### src/shared/analog_fb_pkg.sv
// Package: map, fields, timing and types of the analog feedback control
package analog_fb_pkg;
    // ****************************************************
    // Register map (byte addresses, word index in bits 3:2)
    // ****************************************************
    localparam logic [1:0] IDX_SELECT = 2'h0; // Source and strobe mode
    localparam logic [1:0] IDX_CHOP = 2'h1;   // Offset chop enables
    localparam logic [1:0] IDX_STATUS = 2'h2; // Live state, read only
    // Field positions in the select register
    localparam int SRC_LSB = 0;  // feedback_source_select, 3 bits
    localparam int MODE_B0 = 4;  // strobe_mode_bit0
    localparam int MODE_B1 = 5;  // strobe_mode_bit1
    // Field positions in the status register
    localparam int ST_STROBE = 0;   // Strobe level, 1 = released
    localparam int ST_POL = 1;      // Offset polarity
    localparam int ST_FBEN = 2;     // Feedback enabled
    localparam int ST_BLANK = 3;    // Blanking running
    localparam int ST_LOCK = 4;     // Fault lock on selected output
    localparam int ST_WAIT = 5;     // Waiting after a source change
    // Reset values
    localparam logic [2:0] SRC_RESET = 3'h0;
    localparam logic [1:0] MODE_RESET = 2'h0;
    // Source codes: 0..3 are output channels
    localparam logic [2:0] SRC_VBAT = 3'h4;  // Battery voltage
    localparam logic [2:0] SRC_TEMP = 3'h5;  // Die temperature
    // ****************************************************
    // Timing
    // ****************************************************
    localparam int CLK_HZ = 25_000_000;
    localparam int DEFAULT_PERIOD_US = 6500;  // Clock fail strobe
    localparam int OVF_PULSE_US = 100;        // High pulse at overflow
    localparam int BLANK_US = 60;             // Turn-on plus settling
    localparam int VOLT_DIV = 1024;           // Lowest prescaler
    localparam int DEFAULT_HALF_CYC =
        (DEFAULT_PERIOD_US / 2) * (CLK_HZ / 1_000_000) +
        (DEFAULT_PERIOD_US % 2) * (CLK_HZ / 2_000_000);
    localparam int OVF_PULSE_CYC = OVF_PULSE_US * (CLK_HZ / 1_000_000);
    localparam int BLANK_CYC = BLANK_US * (CLK_HZ / 1_000_000);
    localparam int VOLT_HALF_TICKS = VOLT_DIV / 2;
    // ****************************************************
    // Types
    // ****************************************************
    typedef enum logic [1:0] {
        STROBE_OFF, STROBE_VALID, STROBE_NEXT_CYCLE, STROBE_HALF
    } strobe_mode_e;
    typedef struct packed {
        logic [2:0] source;  // feedback_source_select
        strobe_mode_e mode;  // strobe_mode_bit1:strobe_mode_bit0
    } select_s;
endpackage

### src/logic/analog_fb_ctrl.sv
// Analog feedback routing, offset chopping and sampling strobe control
//
// Implementation choices: the placing of the registers and register access over Avalon-MM.
`timescale 1ns/1ns
// Notes on behaviour
// - Feedback only in Normal mode
// - Source select field routes the multiplexer
// - No current feedback during inrush window
// - PWM current feedback only in on phase
// - Chop flips offset at each strobe rise
// - Per channel chop enable, reset and fail zero
// - Chop halves full scale and steady threshold
// - Strobe only in Normal, depends on source
// - Mode 00 high, 01 low while valid
// - Mode 10 waits for next PWM cycle
// - Mode 11 low from mid pulse to end
// - No current pulses in inrush or off phase
// - Blank after source change or chop flip
// - Clock fail gives 6.5 ms square wave
// - Full duty in modes 10 and 11: low, 100 us high at overflow
// - After fault, no pulses until re-enabled or source change
// - Voltage source gives clock/1024 square wave
module analog_fb_ctrl #(
    parameter int CHANNELS = 4,                    // Output channels
    parameter int DEFAULT_HALF = analog_fb_pkg::DEFAULT_HALF_CYC,
    parameter int BLANK = analog_fb_pkg::BLANK_CYC // Blanking cycles
) (
    input wire logic ref_clk,                       // 25 MHz clock
    input wire logic rstn,                          // Sync reset, low
    input wire logic [1:0] avs_address,             // Word address
    input wire logic avs_read,                      // Read request
    input wire logic avs_write,                     // Write request
    input wire logic [31:0] avs_writedata,          // Write data
    output logic [31:0] avs_readdata,               // Read data
    output logic avs_waitrequest,                   // Stall the master
    input wire logic normal_mode,                   // Device in Normal
    input wire logic fail_mode,                     // Device in Fail
    input wire logic [CHANNELS-1:0] inrush_overcurrent_window, // OC hi
    input wire logic [CHANNELS-1:0] steady_overcurrent_level,  // OC lo
    input wire logic [CHANNELS-1:0] output_on,      // PWM on phase
    input wire logic [CHANNELS-1:0] full_duty,      // 100% programmed
    input wire logic [CHANNELS-1:0] output_fault,   // Output faulted
    input wire logic [CHANNELS-1:0] output_enable,  // Output enabled
    input wire logic pwm_overflow,                  // Counter overflow
    input wire logic pwm_clk_tick,                  // PWM clock pulse
    input wire logic pwm_clk_fail,                  // PWM clock lost
    output logic [2:0] feedback_source_select,      // Mux route
    output logic analog_feedback_pin_en,            // Feedback on
    output logic offset_chop_mode,                  // Chop active
    output logic offset_polarity,                   // Amp offset sign
    output logic [CHANNELS-1:0] feedback_full_scale_half, // FEEDBACK_FULL_SCALE / 2
    output logic [CHANNELS-1:0] steady_threshold_half,    // STEADY_OVERCURRENT_LEVEL / 2
    output logic sample_strobe_pin_out,             // Pin value, 0
    output logic sample_strobe_pin_oe               // Pull-down on
);
    // ****************************************************
    // Register bus slave
    // ****************************************************
    analog_fb_pkg::select_s sel;              // Source and strobe mode
    logic [CHANNELS-1:0] offset_chop_enable;  // Chop enables
    logic bus_ack;                            // Second cycle of access
    logic [31:0] status_word;                 // Live state view
    logic strobe_n, blank_on, fault_lock, wait_flag, fb_en;
    // One wait state per access: answer at the second edge
    assign avs_waitrequest = (avs_read | avs_write) & ~bus_ack;
    // Acknowledge toggles so back-to-back requests each wait once
    always_ff @(posedge ref_clk) begin
        if (!rstn) begin
            bus_ack <= 1'b0;
        end else begin
            bus_ack <= (avs_read | avs_write) & ~bus_ack;
        end
    end
    // Writable registers; fail mode forces chop off
    always_ff @(posedge ref_clk) begin
        if (!rstn) begin
            sel.source <= analog_fb_pkg::SRC_RESET;
            sel.mode <= analog_fb_pkg::strobe_mode_e'(
                analog_fb_pkg::MODE_RESET);
            offset_chop_enable <= '0;
        end else begin
            if (avs_write && bus_ack &&
                avs_address == analog_fb_pkg::IDX_SELECT) begin
                sel.source <= avs_writedata[analog_fb_pkg::SRC_LSB +: 3];
                sel.mode <= analog_fb_pkg::strobe_mode_e'(
                    {avs_writedata[analog_fb_pkg::MODE_B1],
                     avs_writedata[analog_fb_pkg::MODE_B0]});
            end
            if (fail_mode) begin
                offset_chop_enable <= '0;
            end else if (avs_write && bus_ack &&
                avs_address == analog_fb_pkg::IDX_CHOP) begin
                offset_chop_enable <= avs_writedata[CHANNELS-1:0];
            end
        end
    end
    // Status word assembled from live state
    always_comb begin
        status_word = '0;
        status_word[analog_fb_pkg::ST_STROBE] = strobe_n;
        status_word[analog_fb_pkg::ST_POL] = offset_polarity;
        status_word[analog_fb_pkg::ST_FBEN] = fb_en;
        status_word[analog_fb_pkg::ST_BLANK] = blank_on;
        status_word[analog_fb_pkg::ST_LOCK] = fault_lock;
        status_word[analog_fb_pkg::ST_WAIT] = wait_flag;
    end
    // Read data registered; unmapped words read as zero
    always_ff @(posedge ref_clk) begin
        if (!rstn) begin
            avs_readdata <= '0;
        end else if (avs_read && !bus_ack) begin
            case (avs_address)
                analog_fb_pkg::IDX_SELECT: begin
                    avs_readdata <= 32'({sel.mode, 1'b0, sel.source});
                end
                analog_fb_pkg::IDX_CHOP: begin
                    avs_readdata <= 32'(offset_chop_enable);
                end
                analog_fb_pkg::IDX_STATUS: begin
                    avs_readdata <= status_word;
                end
                default: begin
                    avs_readdata <= '0;
                end
            endcase
        end
    end
    // ****************************************************
    // Source decode and feedback enable
    // ****************************************************
    logic is_current;            // A channel current is selected
    logic [1:0] ch;              // Selected channel
    logic ch_inrush, ch_on, ch_full, ch_fault, ch_en, ch_steady;
    assign is_current = sel.source < 3'(CHANNELS);
    assign ch = sel.source[1:0];
    assign ch_inrush = is_current & inrush_overcurrent_window[ch];
    assign ch_steady = is_current & steady_overcurrent_level[ch];
    assign ch_on = is_current & output_on[ch];
    assign ch_full = is_current & full_duty[ch];
    assign ch_fault = is_current & output_fault[ch];
    assign ch_en = is_current & output_enable[ch];
    // Current only past inrush and in on phase; voltage always
    assign fb_en = normal_mode & (is_current ?
        (ch_steady & ~ch_inrush & ch_on) : 1'b1);
    always_ff @(posedge ref_clk) begin
        if (!rstn) begin
            feedback_source_select <= analog_fb_pkg::SRC_RESET;
            analog_feedback_pin_en <= 1'b0;
        end else begin
            feedback_source_select <= sel.source;
            analog_feedback_pin_en <= fb_en;
        end
    end
    // Per channel halving of range and threshold
    genvar g;
    generate
        for (g = 0; g < CHANNELS; g++) begin : g_half
            always_ff @(posedge ref_clk) begin
                if (!rstn) begin
                    feedback_full_scale_half[g] <= 1'b0;
                    steady_threshold_half[g] <= 1'b0;
                end else begin
                    feedback_full_scale_half[g] <= offset_chop_enable[g];
                    steady_threshold_half[g] <= offset_chop_enable[g];
                end
            end
        end
    endgenerate
    assign offset_chop_mode = is_current & offset_chop_enable[ch];
    // ****************************************************
    // Events: source change, strobe rise, enable rise
    // ****************************************************
    logic [2:0] last_src;    // Source seen last cycle
    logic strobe_q, en_q;    // Previous strobe level and enable
    logic src_change, strobe_rise, chop_flip;
    assign src_change = sel.source != last_src;
    assign strobe_rise = strobe_n & ~strobe_q;
    assign chop_flip = offset_chop_mode & strobe_rise;
    always_ff @(posedge ref_clk) begin
        if (!rstn) begin
            last_src <= analog_fb_pkg::SRC_RESET;
            strobe_q <= 1'b1;
            en_q <= 1'b0;
        end else begin
            last_src <= sel.source;
            strobe_q <= strobe_n;
            en_q <= ch_en;
        end
    end
    // Offset sign flips at each strobe rise while chopping
    always_ff @(posedge ref_clk) begin
        if (!rstn) begin
            offset_polarity <= 1'b0;
        end else if (chop_flip) begin
            offset_polarity <= ~offset_polarity;
        end
    end
    // Fixed blanking after a source change or chop flip
    logic [$clog2(BLANK+1)-1:0] blank_cnt;
    assign blank_on = blank_cnt != '0;
    always_ff @(posedge ref_clk) begin
        if (!rstn) begin
            blank_cnt <= '0;
        end else if (src_change || chop_flip) begin
            blank_cnt <= ($clog2(BLANK+1))'(BLANK);
        end else if (blank_on) begin
            blank_cnt <= blank_cnt - 1'b1;
        end
    end
    // Fault lock: set wins over the clear by a new enable
    always_ff @(posedge ref_clk) begin
        if (!rstn) begin
            fault_lock <= 1'b0;
        end else if (ch_fault) begin
            fault_lock <= 1'b1;
        end else if ((ch_en && !en_q) || src_change) begin
            fault_lock <= 1'b0;
        end
    end
    // ****************************************************
    // Mid-pulse tracking for the half-pulse mode
    // ****************************************************
    logic [15:0] on_len, half_len; // Running and previous half length
    logic on_q;                    // On phase last cycle
    logic past_mid;                // Past the middle of this pulse
    assign past_mid = ch_on & (on_len >= half_len);
    always_ff @(posedge ref_clk) begin
        if (!rstn) begin
            on_len <= '0;
            half_len <= '0;
            on_q <= 1'b0;
        end else begin
            on_q <= ch_on;
            if (ch_on) begin
                on_len <= on_len + 1'b1;
            end else begin
                on_len <= '0;
            end
            // Pulse length taken from the previous pulse, a limitation
            if (on_q && !ch_on) begin
                half_len <= {1'b0, on_len[15:1]};
            end
        end
    end
    // Wait flag: after a source change until next cycle or midpoint
    always_ff @(posedge ref_clk) begin
        if (!rstn) begin
            wait_flag <= 1'b0;
        end else if (src_change) begin
            wait_flag <= 1'b1;
        end else if (sel.mode == analog_fb_pkg::STROBE_HALF) begin
            if (past_mid && !blank_on) begin
                wait_flag <= 1'b0;
            end
        end else if (pwm_overflow) begin
            wait_flag <= 1'b0;
        end
    end
    // ****************************************************
    // Square waves and overflow pulse
    // ****************************************************
    logic [$clog2(DEFAULT_HALF+1)-1:0] def_cnt;  // Clock fail half
    logic def_wave;                              // 6.5 ms square
    always_ff @(posedge ref_clk) begin
        if (!rstn) begin
            def_cnt <= '0;
            def_wave <= 1'b1;
        end else if (def_cnt == ($clog2(DEFAULT_HALF+1))'(DEFAULT_HALF-1)) begin
            def_cnt <= '0;
            def_wave <= ~def_wave;
        end else begin
            def_cnt <= def_cnt + 1'b1;
        end
    end
    logic [9:0] volt_cnt;  // PWM clock ticks in half period
    logic volt_wave;       // Clock/1024 square
    always_ff @(posedge ref_clk) begin
        if (!rstn) begin
            volt_cnt <= '0;
            volt_wave <= 1'b1;
        end else if (pwm_clk_tick) begin
            if (volt_cnt == 10'(analog_fb_pkg::VOLT_HALF_TICKS - 1)) begin
                volt_cnt <= '0;
                volt_wave <= ~volt_wave;
            end else begin
                volt_cnt <= volt_cnt + 1'b1;
            end
        end
    end
    localparam int OVF_W = $clog2(analog_fb_pkg::OVF_PULSE_CYC + 1);
    logic [OVF_W-1:0] ovf_cnt;  // High pulse at overflow
    always_ff @(posedge ref_clk) begin
        if (!rstn) begin
            ovf_cnt <= '0;
        end else if (pwm_overflow) begin
            ovf_cnt <= OVF_W'(analog_fb_pkg::OVF_PULSE_CYC);
        end else if (ovf_cnt != '0) begin
            ovf_cnt <= ovf_cnt - 1'b1;
        end
    end
    // ****************************************************
    // Strobe selection
    // ****************************************************
    logic valid;  // Current feedback valid for sampling
    assign valid = fb_en & ~blank_on & ~fault_lock;
    logic next_strobe_n;
    always_comb begin
        next_strobe_n = 1'b1;
        if (!normal_mode) begin
            next_strobe_n = 1'b1;
        end else if (pwm_clk_fail) begin
            next_strobe_n = def_wave;
        end else if (!is_current) begin
            next_strobe_n = volt_wave;
        end else begin
            case (sel.mode)
                analog_fb_pkg::STROBE_OFF: begin
                    next_strobe_n = 1'b1;
                end
                analog_fb_pkg::STROBE_VALID: begin
                    next_strobe_n = ~valid;
                end
                analog_fb_pkg::STROBE_NEXT_CYCLE: begin
                    if (ch_full && !fault_lock && !ch_inrush) begin
                        next_strobe_n = ovf_cnt != '0;
                    end else begin
                        next_strobe_n = ~(valid & ~wait_flag);
                    end
                end
                analog_fb_pkg::STROBE_HALF: begin
                    if (ch_full && !fault_lock && !ch_inrush) begin
                        next_strobe_n = ovf_cnt != '0;
                    end else begin
                        next_strobe_n = ~(valid & past_mid & ~wait_flag);
                    end
                end
                default: begin
                    next_strobe_n = 1'b1;
                end
            endcase
        end
    end
    always_ff @(posedge ref_clk) begin
        if (!rstn) begin
            strobe_n <= 1'b1;
        end else begin
            strobe_n <= next_strobe_n;
        end
    end
    // Open drain: pull down while low, else released to pull-up
    assign sample_strobe_pin_out = 1'b0;
    assign sample_strobe_pin_oe = ~strobe_n;
endmodule

### config.mk
export PLATFORM = sky130hd
export DESIGN_NAME = analog_fb_ctrl
export DESIGN_NICKNAME = d
export VERILOG_FILES = /design/src/shared/analog_fb_pkg.sv /design/src/logic/analog_fb_ctrl.sv
export SDC_FILE = /design/constraint.sdc
export NUM_CORES = 1
export LEC_CHECK = 0
export ABC_CLOCK_PERIOD_IN_PS = 3300
export BUFFER_PORTS_ARGS = -buffer_cell sky130_fd_sc_hd__buf_2
export CORE_MARGIN = 2
export CORE_UTILIZATION = 40
export DETAILED_ROUTE_END_ITERATION = 8
export HOLD_SLACK_MARGIN = 0.06
export SYNTH_ARGS = -nofsm -noshare
export SYNTH_HDL_FRONTEND = slang
export SYNTH_SLANG_ARGS = --single-unit
### constraint.sdc
create_clock -name ref_clk -period 3.3 [get_ports ref_clk]
set_input_delay 0.165 -clock ref_clk [delete_from_list [all_inputs] [get_ports ref_clk]]
set_output_delay 0.165 -clock ref_clk [all_outputs]
set_load 0.01 [all_outputs]
==> flow_metrics.py <==
metrics = {
    "timing": {
        "min_period_ns": 2.570,
        "hold_viol": 0,
        "skew_ns": 0.008843,
        "slew_viol_final": 0,
        "rsz0062_at_grt": "no",
        "worst_pin_slew_ns": 1.111,
        "relSlewSlack_pct": 25.39,
        "fin_crit_sh_pct": 77.88,
        "setup_viol": 0,
        "max_clock_freq_ghz": 0.3891,
        "tns_ns": 0,
    },
    "routing": {
        "vias": 4413,
        "wirelength_um": 12060,
        "drc": 0,
        "first_pass_iters": 5,
        "drtIter0Drc": 230,
        "wl_per_cell_um": 13.68,
        "vias_per_cell": 5.009,
        "ant_nets": 0,
    },
    "die": {
        "coreArea_um2": 13720,
        "die_y_um": 122.0,
        "fp.dieW_um": 122.0,
        "row_count": 43,
        "initial_core_util_pct": 40.57,
        "ioPinCount": 116,
        "die_area_um2": 14870,
    },
    "place": {
        "place_area_um2": 5911,
        "dp_hpwl_um": 8541,
        "numPortBuffers": 62,
        "place_congestion": 0.8021,
    },
    "critical_path": {
        "max_stage_delay_ns": 0.76,
        "path_class": "register to register",
        "cp.required_ns": 3.58,
        "cp_cell_sequence": "nor4_1, nand4_1, o211ai_1, a41o_1, o311ai_1",
        "crit_slowest_cell": "nor4_1",
        "crit_fanout": 12,
        "cp-start-kind": "register",
        "worst_ep_arrival_time_ns": 2.85,
        "crit_path_end_kind": "register",
    },
    "synthesis": {
        "synth_top_family_by_area": "simple AND/OR/NAND/NOR gates",
        "synth.distinct_cells": 54,
        "synth.avg_cell_area_um2": 8.962,
        "ys_ff_latch": 114,
        "synth-edff-count": 0,
        "synth-xor-area-share_pct": 8.498,
        "synthCells": 621,
        "yosys.area_share.simple_pct": 22.05,
        "synthesis.area_um2": 5565,
        "synthFlopType": "dfxtp_1",
        "synthArstFlopShare_pct": 0,
        "yosysSeqAreaShare_pct": 41.01,
        "synthAdderAreaFrac_pct": 4.721,
        "muxShareOfSynthArea_pct": 8.701,
        "synth-compound-area-share_pct": 7.014,
        "yosysWarningCount": 0,
    },
    "finish": {
        "diodes": 0,
        "layout-drive-gt1-share_pct": 13.98,
        "final_nets": 778,
        "area_delta_synth_final_pct": 17.31,
        "stdcell_area_um2": 6529,
    },
    "clocking": {
        "clkSlewWorstSetupHoldPaths_ns": 0.05,
        "numCtsBuffers": 17,
        "htree_levels": 4,
        "tritoncts": "built",
        "worstSkewPairLatency_ns": 0.41,
        "clock_sinks": 114,
        "cts_resized": 0,
        "clockRootBuffer": "clkbuf_16",
        "clockBufferDepth": 2,
    },
    "global_routing": {
        "grt_pass1_wl_um": 19580,
        "gr-total-overflow": 0,
        "grt_pass1_vias": 4153,
        "antenna_found_initial": 1,
        "grt_use_total_pct": 16.92,
        "grt_max_degree": 31,
    },
    "outcome": {
        "status": "finished, final reports clean",
    },
    "power": {
        "total_power_mw": 3.837,
        "leakage_nw": 2.665,
        "ir_worst_vdd_mv": 0.3471,
        "p_per_area_nw_per_um2": 587.7,
    },
    "job": {
        "max-cap-violations": 0,
    },
    "min_path": {
        "hold_path_class": "primary input to register",
    },
}
-- worst paths after layout --
kind,cells past startpoint,slack [ns],to,from
worst max-delay path,5,0.73,strobe_n$_SDFF_PN1_,ovf_cnt[3]$_SDFFE_PP0N_
worst min-delay path,3,0.07,bus_ack$_SDFF_PN0_,avs_read
worst max register to register,5,0.73,strobe_n$_SDFF_PN1_,ovf_cnt[3]$_SDFFE_PP0N_
worst min register to register,2,0.46,blank_cnt[10]$_SDFFE_PN0P_,blank_cnt[10]$_SDFFE_PN0P_
-- kinds of logic (layout without fill, tap and decap cells) --
logic type,count (synthesis),count (layout)
flops,114,114
mux,37,37
other cells,1,27
compound gates,61,61
simple gates,251,251
xor+xnor,54,54
buf+inv,82,136
fa+ha+maj,21,21
-- per-stage QoR --
stage,utilization (%),setup slack (ns),hold slack [ns],std cells
final,47.59,0.7300,0.07437,881
after global routing,47.59,0.4786,0.09384,881
after floorplan,-,1.310,0.2888,647
after CTS,47.59,0.7713,0.06550,881
after global placement,43.08,0.8280,0.3989,844
after detailed placement,43.08,0.7924,0.4088,844
-- power breakdown --
part	switching [mW]	leakage [nW]	internal [mW]
combinational	0.312	1.47	0.275
sequential	0.0817	0.927	1.47
clock	0.600	0.269	1.10
total	0.994	2.66	2.84
-- flip-flops by register name, indices dropped and copies added, names as in the netlist, 6 cells and up --
register      flops
avs_readdata      6
blank_cnt        11
def_cnt          17
half_len         15
on_len           16
ovf_cnt          12
volt_cnt         10
-- synthesized netlist by cell type (18+ instances only) --
cell type / count / area (µm²)
dfxtp_1: 114 / 2282
nor2_1: 99 / 371.6
nand2_1: 40 / 150.1
xnor2_1: 33 / 289.0
buf_4: 32 / 240.2
inv_1: 32 / 120.1
mux2i_1: 27 / 270.3
ha_1: 21 / 262.8
xor2_1: 21 / 183.9
a21oi_1: 19 / 95.09
nand3_1: 18 / 90.09
nor3_1: 18 / 90.09
-- metal layers --
layer / routed length, µm / global-route usage [%]
met3: 673 / 5.290
met5: 16 / 0
met4: 257 / 7.687
met1: 5557 / 21.26
met2: 5550 / 26.61
-- critical path: cells and delay by family, from the launching register on --
kind | cells | cell delay (ns)
flip-flops | 1 | 0.33
AO/OA/AOI/OAI | 3 | 0.68
AND/OR/NAND/NOR | 2 | 1.42
-- layout by cell type, fill, tap and decap left out, types with 5 or more instances in the layout --
master and n:
nand2b_1 7, conb_1 27, mux2i_1 27, buf_2 62, or3_1 7, nand2_1 40
ha_1 21, and3_1 6, nor2b_1 9, o211ai_1 5, a211oi_1 5, nor3_1 18
mux4_1 6, nand3_1 18, nand4_1 11, xor2_1 21, dfxtp_1 114, o21ai_0 10
inv_1 32, xnor2_1 33, a21oi_1 19, dlygate4sd3_1 7, and2_1 11, nor2_1 99
clkbuf_16 17
-- layout make-up --
class / instances / area [µm²]
Clock inverter: 5 / 52.55
Clock buffer: 25 / 495.5
Inverter: 33 / 123.9
Multi-Input combinational cell: 451 / 2939
Tap cell: 180 / 225.2
Timing Repair Buffer: 73 / 410.4
Sequential cell: 114 / 2282
Fill cell: 1350 / 7191
-- repair_timing --
item	CTS	global route
hold buffers	7	0
buffers inserted	0	0
hold endpoints to repair	11	0
Power figures use the tool's default switching activity.
